## config.mk

```make
export PLATFORM = sky130hd
export DESIGN_NAME = gpio_port_with_audio_selector
export DESIGN_NICKNAME = d
export VERILOG_FILES = /design/src/gpio_sel_pkg.sv /design/src/gpio_port_with_audio_selector.sv
export SDC_FILE = /design/constraint.sdc
export NUM_CORES = 1
export LEC_CHECK = 0
export ABC_AREA = 1
export BUFFER_PORTS_ARGS = -buffer_cell sky130_fd_sc_hd__buf_4
export CAP_MARGIN = 30
export CORE_ASPECT_RATIO = 0.75
export CORE_MARGIN = 3
export CORE_UTILIZATION = 54
export CTS_BUF_LIST = sky130_fd_sc_hd__clkbuf_8
export DETAILED_ROUTE_END_ITERATION = 10
export PLACE_DENSITY_LB_ADDON = 0.2
export SETUP_SLACK_MARGIN = 0.4
export SLEW_MARGIN = 20
export SYNTH_ARGS = -nofsm -noshare
export SYNTH_HDL_FRONTEND = slang
export SYNTH_SLANG_ARGS = --single-unit
```

## constraint.sdc

```tcl
create_clock -name ref_clk -period 2 [get_ports ref_clk]
set_input_delay 0.2 -clock ref_clk [delete_from_list [all_inputs] [get_ports ref_clk]]
set_output_delay 0.2 -clock ref_clk [all_outputs]
set_load 0.1 [all_outputs]
```

## src/gpio_sel_pkg.sv

```systemverilog
// Constants and carrier types for the four-pin general-purpose port.
// Assumes the serial host interface decodes frames and delivers strobes.
package gpio_sel_pkg;

    // Host-interface addresses
    localparam logic [7:0] RD_ADDR_INT_SRC  = 8'hea;
    localparam logic [7:0] RD_ADDR_CAPTURE  = 8'heb;
    localparam logic [3:0] CMD_INT_SELECT   = 4'h8;
    localparam logic [3:0] CMD_SOURCE_SW    = 4'h5;
    localparam logic [3:0] CMD_PIN_OUTPUT   = 4'ha;
    localparam logic [3:0] CMD_DATA_IO2     = 4'hd;

    // Field positions within the 8-bit data byte (DI8 is bit 0)
    localparam int POS_INT_PIN_CHANGE = 6;
    localparam int POS_OUT_CLK_SEL    = 1;
    localparam int POS_LATCH_LSB      = 4;
    localparam int POS_FUNC_SEL       = 0;
    localparam int POS_EXT_SEL        = 1;
    localparam int POS_MCLK_INV       = 2;
    localparam int POS_DATA_MUTE      = 3;
    localparam int POS_FLAG_IN_EA     = 6;

    // Reset values and mute level
    localparam logic [3:0] RST_PIN_LATCH = 4'h0;
    localparam logic [3:0] RST_CAPTURE   = 4'h0;
    localparam logic       MUTE_LEVEL    = 1'b0;

    // Timing: 24 kHz sampling derived from the 10 MHz reference
    localparam int CLK_HZ        = 10_000_000;
    localparam int SAMPLE_HZ     = 24_000;
    localparam int SAMPLE_CYCLES = CLK_HZ / SAMPLE_HZ;
    localparam int SAMPLE_CW     = 9;

    // Selector controls carried together
    typedef struct packed {
        logic dmute;
        logic mck_inv;
        logic external_source_select;
        logic fsel;
    } sel_ctrl_t;

    typedef enum logic [0:0] {
        STRAP_WAIT = 1'b0,
        STRAP_DONE = 1'b1
    } strap_state_t;

endpackage

```

## src/gpio_port_with_audio_selector.sv

```systemverilog
// Four-pin general-purpose port with capture, output latch and audio selector.
// Assumes host-interface strobes are on ref_clk; pins and strap are asynchronous.
`timescale 1ns/1ps
`default_nettype none

module gpio_port_with_audio_selector #(
    parameter int PINS = 4
) (
    // Clock and reset
    input  wire logic            ref_clk,
    input  wire logic            rst,
    // Decoded host writes
    input  wire logic            wr_stb,
    input  wire logic [3:0]      wr_cmd,
    input  wire logic [7:0]      wr_data,
    // Decoded host reads
    input  wire logic            rd_sel_stb,
    input  wire logic            rd_done_stb,
    input  wire logic [7:0]      rd_addr,
    output logic      [PINS-1:0] pin_input_capture,
    output logic                 pin_change_source_flag,
    // General-purpose pins
    input  wire logic [PINS-1:0] gpio_in,
    output logic      [PINS-1:0] gpio_out,
    output logic      [PINS-1:0] gpio_oe_n,
    // Interrupt pin, open drain, also the direction strap
    input  wire logic            int_pin_in,
    output logic                 int_pin_out,
    output logic                 int_pin_oe_n,
    // Receiver sources
    input  wire logic            pll_locked,
    input  wire logic            rx_clock_source_select,
    input  wire logic            pll_mck,
    input  wire logic            pll_bck,
    input  wire logic            pll_lrck,
    input  wire logic            pll_data,
    input  wire logic            xin_mck,
    input  wire logic            xin_bck,
    input  wire logic            xin_lrck,
    input  wire logic            aux_serial_data_in,
    // Selector outputs
    output logic                 rx_master_clock_out,
    output logic                 rx_bit_clock_out,
    output logic                 rx_word_clock_out,
    output logic                 rx_data_out
);

    // Pin synchronisers: three stages, second and third must agree
    logic [PINS-1:0] pin_s1_r, pin_s2_r, pin_s3_r;
    logic [PINS-1:0] pin_val_r, pin_val_nxt;
    logic [2:0]      strap_sync_r;

    always_ff @(posedge ref_clk) begin
        if (rst) begin
            pin_s1_r     <= '0;
            pin_s2_r     <= '0;
            pin_s3_r     <= '0;
            strap_sync_r <= 3'h0;
        end else begin
            pin_s1_r     <= gpio_in;
            pin_s2_r     <= pin_s1_r;
            pin_s3_r     <= pin_s2_r;
            strap_sync_r <= {strap_sync_r[1:0], int_pin_in};
        end
    end

    // Per-bit filter: a change counts only once two stages agree
    genvar gi;
    generate
        for (gi = 0; gi < PINS; gi++) begin : g_filt
            assign pin_val_nxt[gi] = (pin_s2_r[gi] == pin_s3_r[gi]) ? pin_s3_r[gi] : pin_val_r[gi];
        end
    endgenerate

    always_ff @(posedge ref_clk) begin
        if (rst) pin_val_r <= '0;
        else     pin_val_r <= pin_val_nxt;
    end

    // Direction strap, caught once after reset release; waits until the
    // synchroniser holds real pin samples, else its reset zeros would win
    gpio_sel_pkg::strap_state_t strap_st_r, strap_st_nxt;
    logic       dir_out_r, dir_out_nxt;
    logic [1:0] strap_fill_r, strap_fill_nxt;

    always_comb begin
        strap_st_nxt   = strap_st_r;
        dir_out_nxt    = dir_out_r;
        strap_fill_nxt = strap_fill_r + {1'b0, !(&strap_fill_r)}; // Saturates
        case (strap_st_r)
            gpio_sel_pkg::STRAP_WAIT: begin
                if ((&strap_fill_r) && strap_sync_r[1] == strap_sync_r[2]) begin
                    dir_out_nxt  = strap_sync_r[2];
                    strap_st_nxt = gpio_sel_pkg::STRAP_DONE;
                end
            end
            default: ;
        endcase
    end

    always_ff @(posedge ref_clk) begin
        if (rst) begin
            strap_st_r   <= gpio_sel_pkg::STRAP_WAIT;
            dir_out_r    <= 1'b0;
            strap_fill_r <= 2'h0;
        end else begin
            strap_st_r   <= strap_st_nxt;
            dir_out_r    <= dir_out_nxt;
            strap_fill_r <= strap_fill_nxt;
        end
    end

    logic dir_in;
    assign dir_in = (strap_st_r == gpio_sel_pkg::STRAP_DONE) && !dir_out_r;

    // Host-written controls
    logic [PINS-1:0]         latch_r, latch_nxt;
    gpio_sel_pkg::sel_ctrl_t ctrl_r, ctrl_nxt;
    logic                    irq_en_r, irq_en_nxt;
    logic                    output_clock_source_select_r, output_clock_source_select_nxt;

    always_comb begin
        latch_nxt  = latch_r;
        ctrl_nxt   = ctrl_r;
        irq_en_nxt = irq_en_r;
        output_clock_source_select_nxt = output_clock_source_select_r;
        if (wr_stb) begin
            if (wr_cmd == gpio_sel_pkg::CMD_PIN_OUTPUT) begin
                latch_nxt = wr_data[gpio_sel_pkg::POS_LATCH_LSB +: PINS];
            end else if (wr_cmd == gpio_sel_pkg::CMD_DATA_IO2) begin
                ctrl_nxt.fsel    = wr_data[gpio_sel_pkg::POS_FUNC_SEL];
                ctrl_nxt.external_source_select  = wr_data[gpio_sel_pkg::POS_EXT_SEL];
                ctrl_nxt.mck_inv = wr_data[gpio_sel_pkg::POS_MCLK_INV];
                ctrl_nxt.dmute   = wr_data[gpio_sel_pkg::POS_DATA_MUTE];
            end else if (wr_cmd == gpio_sel_pkg::CMD_INT_SELECT) begin
                irq_en_nxt = wr_data[gpio_sel_pkg::POS_INT_PIN_CHANGE];
            end else if (wr_cmd == gpio_sel_pkg::CMD_SOURCE_SW) begin
                output_clock_source_select_nxt = wr_data[gpio_sel_pkg::POS_OUT_CLK_SEL];
            end
        end
    end

    always_ff @(posedge ref_clk) begin
        if (rst) begin
            latch_r  <= gpio_sel_pkg::RST_PIN_LATCH;
            ctrl_r   <= '0;
            irq_en_r <= 1'b0;
            output_clock_source_select_r <= 1'b0;
        end else begin
            latch_r  <= latch_nxt;
            ctrl_r   <= ctrl_nxt;
            irq_en_r <= irq_en_nxt;
            output_clock_source_select_r <= output_clock_source_select_nxt;
        end
    end

    // Output mode: latch drives pins, enable low while driving
    assign gpio_out  = latch_r;
    assign gpio_oe_n = {PINS{!(dir_out_r && strap_st_r == gpio_sel_pkg::STRAP_DONE)}};

    // 24 kHz sample tick; relies on the crystal running without pause
    logic [gpio_sel_pkg::SAMPLE_CW-1:0] tick_cnt_r, tick_cnt_nxt;
    logic                               tick;

    assign tick = (tick_cnt_r == gpio_sel_pkg::SAMPLE_CW'(gpio_sel_pkg::SAMPLE_CYCLES - 1));

    always_comb begin
        tick_cnt_nxt = tick ? '0 : tick_cnt_r + 1'b1;
    end

    always_ff @(posedge ref_clk) begin
        if (rst) tick_cnt_r <= '0;
        else     tick_cnt_r <= tick_cnt_nxt;
    end

    // Capture register and pin-change interrupt
    logic            cap_mode;
    logic            rd_ea, rd_eb_sel, rd_eb_done, change_evt;
    logic [PINS-1:0] cap_r, cap_nxt, ref_r, ref_nxt;
    logic            int_r, int_nxt, flag_r, flag_nxt;

    assign cap_mode   = dir_in && !ctrl_r.fsel;
    assign rd_ea      = rd_sel_stb && (rd_addr == gpio_sel_pkg::RD_ADDR_INT_SRC);
    assign rd_eb_sel  = rd_sel_stb && (rd_addr == gpio_sel_pkg::RD_ADDR_CAPTURE);
    assign rd_eb_done = rd_done_stb && (rd_addr == gpio_sel_pkg::RD_ADDR_CAPTURE);
    // No transfer while the interrupt is pending
    assign change_evt = cap_mode && irq_en_r && tick && !int_r && (pin_val_r != ref_r);

    always_comb begin
        cap_nxt  = cap_r;
        ref_nxt  = ref_r;
        int_nxt  = int_r;
        flag_nxt = flag_r;
        if (rd_ea) begin
            int_nxt  = 1'b0;
            flag_nxt = 1'b0;
        end
        // A new change wins over a same-cycle readout clear
        if (change_evt) begin
            cap_nxt = pin_val_r;
        end else if (rd_eb_done && cap_mode) begin
            cap_nxt = gpio_sel_pkg::RST_CAPTURE;
        end else if (rd_eb_sel && cap_mode && !irq_en_r) begin
            cap_nxt = pin_val_r;
        end
        // Set wins over a same-cycle clear
        if (change_evt) begin
            ref_nxt  = pin_val_r;
            int_nxt  = 1'b1;
            flag_nxt = 1'b1;
        end
    end

    always_ff @(posedge ref_clk) begin
        if (rst) begin
            cap_r  <= gpio_sel_pkg::RST_CAPTURE;
            ref_r  <= '0;
            int_r  <= 1'b0;
            flag_r <= 1'b0;
        end else begin
            cap_r  <= cap_nxt;
            ref_r  <= ref_nxt;
            int_r  <= int_nxt;
            flag_r <= flag_nxt;
        end
    end

    assign pin_input_capture      = cap_r;
    assign pin_change_source_flag = flag_r;
    // Open drain: only ever pulls low
    assign int_pin_out  = 1'b0;
    assign int_pin_oe_n = !int_r;

    // Selector: a clock mux, so it stays combinational on the pins
    logic ext_active, use_pll;
    assign ext_active = dir_in && ctrl_r.fsel && ctrl_r.external_source_select;
    assign use_pll    = pll_locked && !output_clock_source_select_r && !rx_clock_source_select;

    always_comb begin
        if (ext_active) begin
            rx_master_clock_out = gpio_in[0] ^ ctrl_r.mck_inv;
            rx_bit_clock_out    = gpio_in[1];
            rx_word_clock_out   = gpio_in[2];
            rx_data_out         = ctrl_r.dmute ? gpio_sel_pkg::MUTE_LEVEL : gpio_in[3];
        end else if (use_pll) begin
            rx_master_clock_out = pll_mck;
            rx_bit_clock_out    = pll_bck;
            rx_word_clock_out   = pll_lrck;
            rx_data_out         = pll_data;
        end else begin
            rx_master_clock_out = xin_mck;
            rx_bit_clock_out    = xin_bck;
            rx_word_clock_out   = xin_lrck;
            rx_data_out         = aux_serial_data_in;
        end
    end

    // Checks
    property p_out_drive;
        @(posedge ref_clk) disable iff (rst)
        (strap_st_r == gpio_sel_pkg::STRAP_DONE && dir_out_r) |-> (gpio_oe_n == '0 && gpio_out == latch_r);
    endproperty
    a_out_drive: assert property (p_out_drive) else $error("pins not driven from latch");

    property p_latch_wr;
        @(posedge ref_clk) disable iff (rst)
        (wr_stb && wr_cmd == gpio_sel_pkg::CMD_PIN_OUTPUT) |=> (gpio_out == $past(wr_data[7:4]));
    endproperty
    a_latch_wr: assert property (p_latch_wr) else $error("latch write lost");

    property p_int_set;
        @(posedge ref_clk) disable iff (rst)
        change_evt |=> (!int_pin_oe_n && pin_change_source_flag && pin_input_capture == $past(pin_val_r));
    endproperty
    a_int_set: assert property (p_int_set) else $error("pin change did not raise interrupt");

    property p_int_hold;
        @(posedge ref_clk) disable iff (rst)
        (int_r && !rd_ea && !rd_done_stb) |=> ($stable(pin_input_capture) && !int_pin_oe_n);
    endproperty
    a_int_hold: assert property (p_int_hold) else $error("capture moved while pending");

    property p_int_clr;
        @(posedge ref_clk) disable iff (rst)
        (rd_ea && !change_evt) |=> int_pin_oe_n;
    endproperty
    a_int_clr: assert property (p_int_clr) else $error("interrupt not released");

    property p_clear_read;
        @(posedge ref_clk) disable iff (rst)
        (rd_eb_done && cap_mode && !change_evt) |=> (pin_input_capture == gpio_sel_pkg::RST_CAPTURE);
    endproperty
    a_clear_read: assert property (p_clear_read) else $error("capture not cleared");

    property p_sel_capture;
        @(posedge ref_clk) disable iff (rst)
        (rd_eb_sel && cap_mode && !irq_en_r && !rd_done_stb) |=> (pin_input_capture == $past(pin_val_r));
    endproperty
    a_sel_capture: assert property (p_sel_capture) else $error("select did not capture");

    property p_ext_route;
        @(posedge ref_clk) disable iff (rst)
        ext_active |-> (rx_master_clock_out == (gpio_in[0] ^ ctrl_r.mck_inv) && rx_word_clock_out == gpio_in[2]);
    endproperty
    a_ext_route: assert property (p_ext_route) else $error("external route wrong");

    property p_mute;
        @(posedge ref_clk) disable iff (rst)
        (ext_active && ctrl_r.dmute) |-> (rx_data_out == gpio_sel_pkg::MUTE_LEVEL);
    endproperty
    a_mute: assert property (p_mute) else $error("external data not muted");

    property p_no_ext_capture;
        @(posedge ref_clk) disable iff (rst)
        (!ctrl_r.fsel && !use_pll) |-> (rx_master_clock_out == xin_mck && rx_data_out == aux_serial_data_in);
    endproperty
    a_no_ext_capture: assert property (p_no_ext_capture) else $error("ext select leaked");

    property p_tick_gap;
        @(posedge ref_clk) disable iff (rst)
        tick |=> !tick [*8];
    endproperty
    a_tick_gap: assert property (p_tick_gap) else $error("sample tick too fast");

    c_change:  cover property (@(posedge ref_clk) disable iff (rst) change_evt ##[1:50] rd_ea);
    c_resel:   cover property (@(posedge ref_clk) disable iff (rst) rd_ea ##[1:50] change_evt);
    c_ext:     cover property (@(posedge ref_clk) disable iff (rst) ext_active && ctrl_r.mck_inv);
    c_pollcap: cover property (@(posedge ref_clk) disable iff (rst) rd_eb_sel && cap_mode && !irq_en_r);

endmodule // gpio_port_with_audio_selector

`default_nettype wire

```

==> results of run 1 <==
final timing paths:
| kind | from | slack, ns | cells past startpoint | to |
|---|---|---|---|---|
| worst max-delay path | output_clock_source_select_r$_SDFFE_PP0P_ | 0.26 | 6 | rx_bit_clock_out |
| worst min-delay path | int_pin_in | 0.10 | 3 | strap_sync_r[0]$_SDFF_PP0_ |
| worst max register to register | tick_cnt_r[0]$_SDFF_PP0_ | 0.49 | 9 | pin_input_capture[1]$_SDFFE_PP0P_ |
| worst min register to register | pin_s1_r[1]$_SDFF_PP0_ | 0.41 | 2 | pin_s2_r[1]$_SDFF_PP0_ |
power by group through the flow:
stage / sequential (uW) / clock (uW) / combinational, uW
finish: 1060 / 609 / 270
CTS: 1060 / 613 / 257
floorplan: 1080 / 0 / 143
global placement: 1080 / 0 / 236
detailed placement: 1080 / 0 / 240
global route: 1060 / 663 / 291
Yosys cell counts, types with 2 or more instances:
cell	instances
inv_1	50
nor2_4	3
nand2_2	3
nor3_1	5
dfxtp_1	51
o21bai_1	2
a21oi_1	25
nand2_1	54
o21ai_0	12
xnor2_1	3
nor2_1	55
nand3_2	2
buf_4	4
a21oi_2	4
o211ai_1	4
inv_2	3
clkbuf_1	3
nand3_1	15
state kept, by name, summed over array words and instances, names as in the netlist:
signal / flops
pin_s2_r: 4
gpio_out: 4
tick_cnt_r: 9
irq_en_r: 1
output_clock_source_select_r: 1
strap_fill_r: 2
strap_sync_r: 3
pin_val_r: 4
dir_out_r: 1
ctrl_r: 4
pin_s1_r: 4
pin_s3_r: 4
pin_input_capture: 4
strap_st_r: 1
ref_r: 4
pin_change_source_flag: 1
stage by stage:
step / power [uW] / hold slack (ns) / cells / instance area (um^2)
final: 1940 / 0.104 / 420 / 2880
after global routing: 2010 / 0.109 / 420 / 2880
after floorplan: 1230 / 0.307 / 306 / 2220
after detailed placement: 1320 / 0.397 / 407 / 2670
after global placement: 1310 / 0.390 / 407 / 2670
after CTS: 1930 / 0.104 / 416 / 2820
layout make-up:
type                    count  area, um^2
multi-input cells         193         978
flip-flops and latches     51        1030
clock inverters             3        25.0
clock buffers               5        68.8
repair buffers             63         518
fillers                   275         897
well taps                  52        65.1
inverters                  53         199
placed cells by master, fill, tap and decap left out:
cell type	count
nand3_4	1
a21oi_1	24
dfxtp_1	47
inv_1	49
nor2_4	4
clkbuf_8	5
clkinvlp_4	1
nand3b_1	1
dfxtp_2	3
nand2_1	52
o211ai_1	4
o21ai_2	4
inv_2	4
dfxtp_4	1
nand3b_2	1
ha_2	1
clkinv_4	2
o21bai_1	2
buf_8	1
nor3_1	5
nand4_1	1
nand3_1	14
buf_4	59
buf_12	3
nand3_2	2
a21oi_2	5
nand2_4	2
o21ai_0	8
nor2_1	54
nor3b_1	1
conb_1	1
xnor2_1	3
nand2_2	3
repair_timing:
item,4_1_cts,5_1_grt
buffers inserted,1,4
pin swaps,5,6
setup endpoints to repair,8,12
gates resized for setup,13,12
kinds of logic (layout without fill, tap and decap cells):
family | after synthesis | count (layout) | share of synthesized area
xor gates and xnor gates | 3 | 3 | 0.0119
AOI/OAI and AO/OA | 47 | 47 | 0.121
other | 1 | 1 | 0.00170
buffers and inverters | 62 | 124 | 0.117
adders and majority gates | 1 | 1 | 0.00569
and+or+nand+nor | 141 | 141 | 0.279
DFF | 51 | 51 | 0.464
routing by layer:
layer / vias to the layer above / GRT usage
li1: 1061 / -
met1: 882 / 0.270
met2: 57 / 0.315
met3: 3 / 0.0746
met4: 0 / 0.0441
met5: - / 0
worst reg2reg max path, delay by kind of cell (launching register included):
kind,cells,cell delay (ns)
AO/OA/AOI/OAI,1,0.11
adder cells (fa/ha/maj),1,0.20
flip-flops,1,0.35
AND/OR/NAND/NOR,7,0.80
==> metrics.cfg, run 1 <==
[place]
portBuffers = 57
place_congestion = 0.766
dp_hpwl_um = 3350
place_ws_ns = 0.405

[routing]
drcViolationCount = 0
routed_via_density = 4.77
first_pass_iters = 4
met3_wirelength_um = 345
via_count = 2003
dr_wl_met2_um = 2220
wl_per_cell_um = 11.5
highest_layer = met4
routed_wl_um = 4820
drtIter0Drc = 88
met1_length_um = 2230
drtAntennaViolNets = 0

[sta]
slew_viol_final = 0
setup_viol = 0
finalWorstSetupSlack_ns = 0.255
clock.fmax_mhz = 573
fin_crit_ns = 1.74
final.setup.tns_ns = 0
rsz0062_at_grt = yes
hold_viol_final = 0
final.setup_skew_ns = 0.00645
finalCritPeriodShare = 0.872

[outcome]
status = finished clean

[yosys]
synth_top_area_frac = 0.464
synthCells = 306
ys_seq_area_frac = 0.464
synth_area_um2 = 2200
synthFlopType = dfxtp_1
ys_types = 26
ys_ff_latch = 51
synth-edff-count = 0
synth.area.top_cells = dfxtp_1 (46%), nor2_1 (9.4%), nand2_1 (9.2%)
synth_fp_nets = 347
syn_area_per_cell_um2 = 7.19
yosys_warnings = 0
ys_async_sr_fraction = 0
synth_top_area_cell = dfxtp_1

[die]
core_area_um2 = 3780
die-area_um2 = 4880
start_util = 0.582
ioPinCount = 59
row_count = 19
die_height_um = 61.3
die_w_um = 79.7

[layout]
drive_above_1_share = 0.277
nets = 408
diodes = 0
final_util = 0.763
syn2layout_area_growth_pct = 31.1

[grt]
antenna_found_initial = 0
grtUsageTotal = 0.201
grt_max_degree = 30
grt_pass1_vias = 1746
grt.overflow.total = 0
grt_pass1_wl_um = 7600

[clock_network]
clkLatencyLatePin_ns = 0.31
cts_hold_buf = 0
cts.clk_slew.worst_paths_ns = 0.10
cts_made_buffers = 5
cts_tree = yes
cts.sinks = 51
root_buffer = clkbuf_8
htreeDepth = 2
clk_path_buf_depth = 2

[setup_path]
worstSetupPathType = flop to output port
cp-end-kind = output port
critical_path.max_stage_delay_ns = 0.33
path_buf_inv = 3
start_kind = flop
arrival_ns = 1.54
crit_path_top_delay_cell = dfxtp_2
cp_max_fo = 7
critical_path_required_ns = 1.80
path_cells = inv_2 -> nand3b_1 -> buf_4 -> o211ai_1 -> o21ai_2 -> buf_12
crit_family = buffers and inverters

[power]
power_frac_seq = 0.546
sw_frac_of_total = 0.274
power_density_nw_per_um2 = 671
power_switching_uw = 530
clkPwrFrac = 0.315
power.leakage_uw = 0.00130
peakVddDrop_mv = 0.612
combPwrFrac = 0.139
p_int_uw = 1400

[hold_path]
worst_hold_path_type = input port to flop

[job]
maxCapViolations = 0

Note: power is estimated with default switching activity, not from simulation.
==> inputs of run 2 (changes only) <==
--- a/config.mk
+++ b/config.mk
@@ -10,7 +10,7 @@
 export CAP_MARGIN = 30
 export CORE_ASPECT_RATIO = 0.75
 export CORE_MARGIN = 3
-export CORE_UTILIZATION = 54
+export CORE_UTILIZATION = 35
 export CTS_BUF_LIST = sky130_fd_sc_hd__clkbuf_8
 export DETAILED_ROUTE_END_ITERATION = 10
 export PLACE_DENSITY_LB_ADDON = 0.2
==> metrics.cfg, run 2 (synthesized netlist as in run 1, its figures left out) <==
[outcome]
status = finished clean  ; unchanged

[clock_network]
cts_made_buffers = 5  ; unchanged
cts_hold_buf = 0  ; unchanged
clk_path_buf_depth = 2  ; unchanged
clkLatencyLatePin_ns = 0.31  ; about the same
cts_tree = yes  ; unchanged
cts.sinks = 51  ; unchanged
cts.clk_slew.worst_paths_ns = 0.09  ; was 0.10 ns
root_buffer = clkbuf_8  ; unchanged
htreeDepth = 2  ; unchanged

[setup_path]
rr_worst_depth = 8  ; was 9
crit_family = simple AND/OR/NAND/NOR gates  ; was buffers and inverters
critical_path_required_ns = 1.80  ; about the same
cp_max_fo = 8  ; was 7
arrival_ns = 1.41  ; was 1.54 ns
r2r-start = tick_cnt_r[0]$_SDFF_PP0_  ; unchanged
critPathLaunch = strap_st_r$_SDFF_PP0_  ; was output_clock_source_select_r$_SDFFE_PP0P_
critical_path.most_common_cell = nor2_4
r2r_setup_slack_ns = 0.51  ; was 0.49 ns
path_cells = inv_2 -> nor2_4 -> nand3_4 -> o21ai_2 -> a21oi_2 -> nor2_4 -> buf_12  ; was inv_2 -> nand3b_1 -> buf_4 -> o211ai_1 -> o21ai_2 -> buf_12
worstReg2RegEnd = pin_change_source_flag$_SDFFE_PP0P_  ; was pin_input_capture[1]$_SDFFE_PP0P_
endpoint = rx_data_out  ; was rx_bit_clock_out
critical_path.max_stage_delay_ns = 0.35  ; was 0.33 ns
worstSetupPathType = flop to output port  ; unchanged
crit_path_top_delay_cell = dfxtp_2  ; unchanged
start_kind = flop  ; unchanged
cp-end-kind = output port  ; unchanged
path_buf_inv = 2  ; was 3
worst-path-stages = 7  ; was 6

[layout]
final_common_cell = buf_4  ; unchanged
fill_cells = 603  ; was 275
nets = 412  ; was 408
syn2layout_area_growth_pct = 34.1  ; was 31.1%
seq_area_um2 = 1030  ; about the same
top_register = tick_cnt_r  ; unchanged
drive_above_1_share = 0.290  ; was 0.277
multi_input_area_um2 = 1000  ; was 978 um^2
diodes = 0  ; unchanged
largest_reg_flops = 9  ; unchanged
layout_common_cells = buf_4 (61), nand2_1 (53), nor2_1 (52)  ; was buf_4 (59), nor2_1 (54), nand2_1 (52)

[grt]
grt_pass1_vias = 1774  ; was 1,746
grt_max_degree = 30  ; unchanged
antenna_found_initial = 0  ; unchanged
grt_pass1_wl_um = 7780  ; was 7600 um
grtUsageTotal = 0.131  ; was 0.201
grt.overflow.total = 0  ; unchanged

[routing]
drtAntennaViolNets = 0  ; unchanged
via_count = 1963  ; was 2,003
routed_wl_um = 4640  ; was 4820 um
first_pass_iters = 4  ; unchanged
wl_per_cell_um = 10.3  ; was 11.5 um
routed_via_density = 4.36  ; was 4.77
drtIter0Drc = 41  ; was 88
drcViolationCount = 0  ; unchanged

[die]
row_count = 24  ; was 19
start_util = 0.370  ; was 0.582
die_height_um = 74.7  ; was 61.3 um
ioPinCount = 59  ; unchanged
core_area_um2 = 5950  ; was 3780 um^2
die_w_um = 97.5  ; was 79.7 um
die-area_um2 = 7280  ; was 4880 um^2

[sta]
slew_viol_final = 0  ; unchanged
setup_viol = 0  ; unchanged
hold_slack_ns = 0.0926  ; was 0.104 ns
rsz0062_at_grt = yes  ; unchanged
final.setup_skew_ns = 0.00657  ; was 0.00645 ns
hold_viol_final = 0  ; unchanged
final.setup.tns_ns = 0  ; unchanged
clock.fmax_mhz = 620  ; was 573 MHz
finalCritPeriodShare = 0.806  ; was 0.872
fin_crit_ns = 1.61  ; was 1.74 ns

[hold_path]
worst_hold_path_type = input port to flop  ; unchanged

[power]
power_density_nw_per_um2 = 645  ; was 671 nW/um^2
p_total_uw = 1900  ; was 1940 uW
peakVddDrop_mv = 0.267  ; was 0.612 mV
power.leakage_uw = 0.00132  ; was 0.00130 uW

[place]
place_congestion = 0.792  ; was 0.766
portBuffers = 57  ; unchanged
dp_hpwl_um = 3310  ; was 3350 um

[job]
maxCapViolations = 0  ; unchanged

==> run 2: per-stage QoR <==
stage / utilization / area [um^2] / cells / worst slack [ns]
finish: 0.496 / 2950 / 450 / 0.388
global route: 0.496 / 2950 / 450 / 0.287
CTS: 0.482 / 2870 / 444 / 0.377
detailed placement: 0.454 / 2700 / 433 / 0.407
global placement: 0.454 / 2700 / 433 / 0.479
floorplan: - / 2220 / 306 / 0.267
==> run 2: how the worst min path moves through the flow <==
stage | startpoint | end | slack, ns | depth (start not counted)
4_1_cts | int_pin_in | strap_sync_r[0]$_SDFF_PP0_ | 0.09 | 3
3_5_place_dp | pin_s1_r[0]$_SDFF_PP0_ | pin_s2_r[0]$_SDFF_PP0_ | 0.40 | 2
3_3_place_gp | pin_s1_r[0]$_SDFF_PP0_ | pin_s2_r[0]$_SDFF_PP0_ | 0.39 | 2
5_1_grt | int_pin_in | strap_sync_r[0]$_SDFF_PP0_ | 0.10 | 3
2_1_floorplan | gpio_in[0] | pin_s1_r[0]$_SDFF_PP0_ | 0.31 | 2
6_report | int_pin_in | strap_sync_r[0]$_SDFF_PP0_ | 0.09 | 3
==> run 2: per-layer routing <==
layer / vias to the layer above / part of all wire / GRT usage
li1: 1068 / - / -
met1: 839 / 0.49 / 0.166
met2: 48 / 0.43 / 0.213
met3: 8 / 0.067 / 0.0463
met4: 0 / 0.014 / 0.0461
met5: - / 0 / 0
==> run 2: worst min-delay path, delay by kind of cell <==
family / cells / cell delay, ns
buf+inv: 2 / 0.10
simple gates: 1 / 0.06
==> run 2: report_power, final <==
| group | total, uW | internal [uW] | switching, uW |
|---|---|---|---|
| clock | 580 | 240 | 340 |
| combinational | 269 | 114 | 155 |
| sequential | 1060 | 1040 | 14.0 |
==> run 2: cell type report <==
cell class                      instances  area share
Sequential cell                        51       0.348
Multi-Input combinational cell        194       0.340
Timing Repair Buffer                   66       0.183
Inverter                               53      0.0674
Tap cell                               78      0.0331
Clock buffer                            5      0.0233
Clock inverter                          3     0.00551
==> run 2: what timing repair did <==
action / in CTS / in global routing
pin swaps: 6 / 8
resized for setup: 15 / 13
cloned: 0 / 1
setup endpoints to repair: 8 / 8
setup buffers: 3 / 5
==> inputs of run 3 (changes only) <==
==> constraint.sdc (replaced) <==
create_clock -name ref_clk -period 1.4 [get_ports ref_clk]
set_input_delay 0.14 -clock ref_clk [delete_from_list [all_inputs] [get_ports ref_clk]]
set_output_delay 0.14 -clock ref_clk [all_outputs]
set_load 0.1 [all_outputs]
==> metrics.cfg, run 3 (synthesized netlist as in run 1, its figures left out) <==
[sta]
rsz0062_at_grt = yes  ; unchanged
final.setup_skew_ns = 0.00591  ; was 0.00657 ns
slew_viol_final = 0  ; unchanged
fin_crit_ns = 1.61
hold_viol_final = 0  ; unchanged
slew_headroom = 0.666
final.setup.tns_ns = -1.03  ; was 0 ns
setup_viol = 12  ; was 0
clock.fmax_mhz = 620
hold_slack_ns = 0.0467  ; was 0.0926 ns
finalCritPeriodShare = 1.15
finalWorstSetupSlack_ns = -0.212  ; was 0.388 ns
tightest_slew_ns = 0.501

[grt]
grt_pass1_wl_um = 8850  ; was 7780 um
grtUsageTotal = 0.149  ; was 0.131
grt_max_degree = 29  ; was 30
antenna_found_initial = 0  ; unchanged
grt.overflow.total = 0  ; unchanged
grt_pass1_vias = 2013  ; was 1,774

[die]
die_w_um = 97.5  ; unchanged
start_util = 0.370  ; unchanged
ioPinCount = 59  ; unchanged
core_area_um2 = 5950  ; unchanged
die_height_um = 74.7  ; unchanged
die-area_um2 = 7280  ; unchanged
row_count = 24  ; unchanged

[clock_network]
clk_path_buf_depth = 2  ; unchanged
root_buffer = clkbuf_8  ; unchanged
cts_hold_buf = 0  ; unchanged
cts.sinks = 51  ; unchanged
cts.clk_slew.worst_paths_ns = 0.09  ; about the same
htreeDepth = 2  ; unchanged
clkLatencyLatePin_ns = 0.30  ; was 0.31 ns
cts_made_buffers = 5  ; unchanged
cts_tree = yes  ; unchanged

[layout]
syn2layout_area_growth_pct = 65.8  ; was 34.1%
fin_area_um2 = 3650  ; was 2950 um^2
layout_common_cells = buf_4 (62), nand2_1 (48), inv_1 (47)  ; was buf_4 (61), nand2_1 (53), nor2_1 (52)
diodes = 0  ; unchanged
largest_reg_flops = 9  ; unchanged
nets = 436  ; was 412
final_util = 0.613  ; was 0.496
final_common_cell = buf_4  ; unchanged
top_register = tick_cnt_r  ; unchanged
drive_above_1_share = 0.449  ; was 0.290

[routing]
via_count = 2134  ; was 1,963
routed_via_density = 4.50  ; was 4.36
drtAntennaViolNets = 0  ; unchanged
wl_per_cell_um = 11.3  ; was 10.3 um
drtIter0Drc = 104  ; was 41
routed_wl_um = 5370  ; was 4640 um
first_pass_iters = 4  ; unchanged
drcViolationCount = 0  ; unchanged

[setup_path]
crit_path_top_delay_cell = dfxtp_2  ; unchanged
crit_family = flip-flops  ; was simple AND/OR/NAND/NOR gates
cp-end-kind = output port  ; unchanged
cp_max_fo = 8  ; unchanged
path_cells = inv_2 -> nor2_4 -> nand3_4 -> o211ai_1 -> o21ai_4 -> buf_12  ; was inv_2 -> nor2_4 -> nand3_4 -> o21ai_2 -> a21oi_2 -> nor2_4 -> buf_12
start_kind = flop  ; unchanged
critical_path_required_ns = 1.26  ; was 1.80 ns
arrival_ns = 1.47  ; was 1.41 ns
path_buf_inv = 2  ; unchanged
critical_path.max_stage_delay_ns = 0.34  ; was 0.35 ns
worstSetupPathType = flop to output port  ; unchanged

[place]
dp_hpwl_um = 3610  ; was 3310 um
place_congestion = 0.760  ; was 0.792
portBuffers = 57  ; unchanged
place_area_um2 = 2950  ; was 2700 um^2

[job]
maxCapViolations = 0  ; unchanged

[outcome]
status = complete, but fails checks  ; was finished clean
violations = negative setup slack

[power]
power_density_nw_per_um2 = 832  ; was 645 nW/um^2
power.leakage_uw = 0.00163  ; was 0.00132 uW
peakVddDrop_mv = 0.569  ; was 0.267 mV
p_total_uw = 3040  ; was 1900 uW

[hold_path]
worst_hold_path_type = input port to flop  ; unchanged

==> run 3: cell types whose count changed in the layout (fill, tap and decap cells not counted), sizes merged <==
cell    previous run  this run
clkbuf             5         6
inv               54        52
nand2             58        57
buf               66        91
bufinv             0         1
==> run 3: worst paths after layout <==
| kind | to | startpoint | slack (ns) | cells past startpoint |
|---|---|---|---|---|
| worst max-delay path | rx_master_clock_out | strap_st_r$_SDFF_PP0_ | -0.21 | 6 |
| worst min-delay path | strap_sync_r[0]$_SDFF_PP0_ | int_pin_in | 0.05 | 3 |
| worst max register to register | pin_input_capture[0]$_SDFFE_PP0P_ | tick_cnt_r[1]$_SDFF_PP0_ | -0.04 | 10 |
| worst min register to register | strap_sync_r[1]$_SDFF_PP0_ | strap_sync_r[0]$_SDFF_PP0_ | 0.40 | 2 |
==> run 3: layout make-up <==
cell class | count | area, um^2
Clock buffer | 6 | 82.6
Clock inverter | 2 | 35.0
Fill cell | 534 | 2300
Inverter | 53 | 203
Multi-Input combinational cell | 193 | 1210
Sequential cell | 51 | 1050
Tap cell | 78 | 97.6
Timing Repair Buffer | 91 | 971
==> run 3: worst register-to-register path: stages (launching register included) <==
cell and delay (ns):
dfxtp_2 0.36, ha_4 0.15, nand3_4 0.08, nor2_4 0.15, nand2_2 0.09, nor2_4 0.14
nand2_4 0.08, buf_12 0.14, nand3_2 0.05, nand2_1 0.05, a21oi_2 0.09
==> run 3: timing repair <==
item / 4_1_cts / 5_1_grt
gates resized for setup: 87 / 27
pin swaps: 15 / 8
setup endpoints to repair: 36 / 38
buffers inserted: 10 / 8
==> run 3: where the power goes <==
group / switching [uW] / internal, uW
Sequential: 23.9 / 1480
Combinational: 260 / 218
Clock: 471 / 579
Total: 755 / 2280
==> run 3: per-layer routing <==
layer / share of wire / vias up / routed length, um / GRT usage
li1: - / 1121 / - / -
met5: 0 / - / 0 / 0
met4: 0.019 / 0 / 101 / 0.0599
met3: 0.064 / 8 / 346 / 0.0417
met1: 0.44 / 943 / 2360 / 0.186
met2: 0.48 / 62 / 2560 / 0.251
==> run 3: through the flow <==
stage                     instances  setup WS, ns
after floorplan                 306       -0.0678
after global placement          448      -0.00390
after detailed placement        448       -0.0164
after CTS                       466        -0.229
after global routing            474        -0.290
final                           474        -0.212
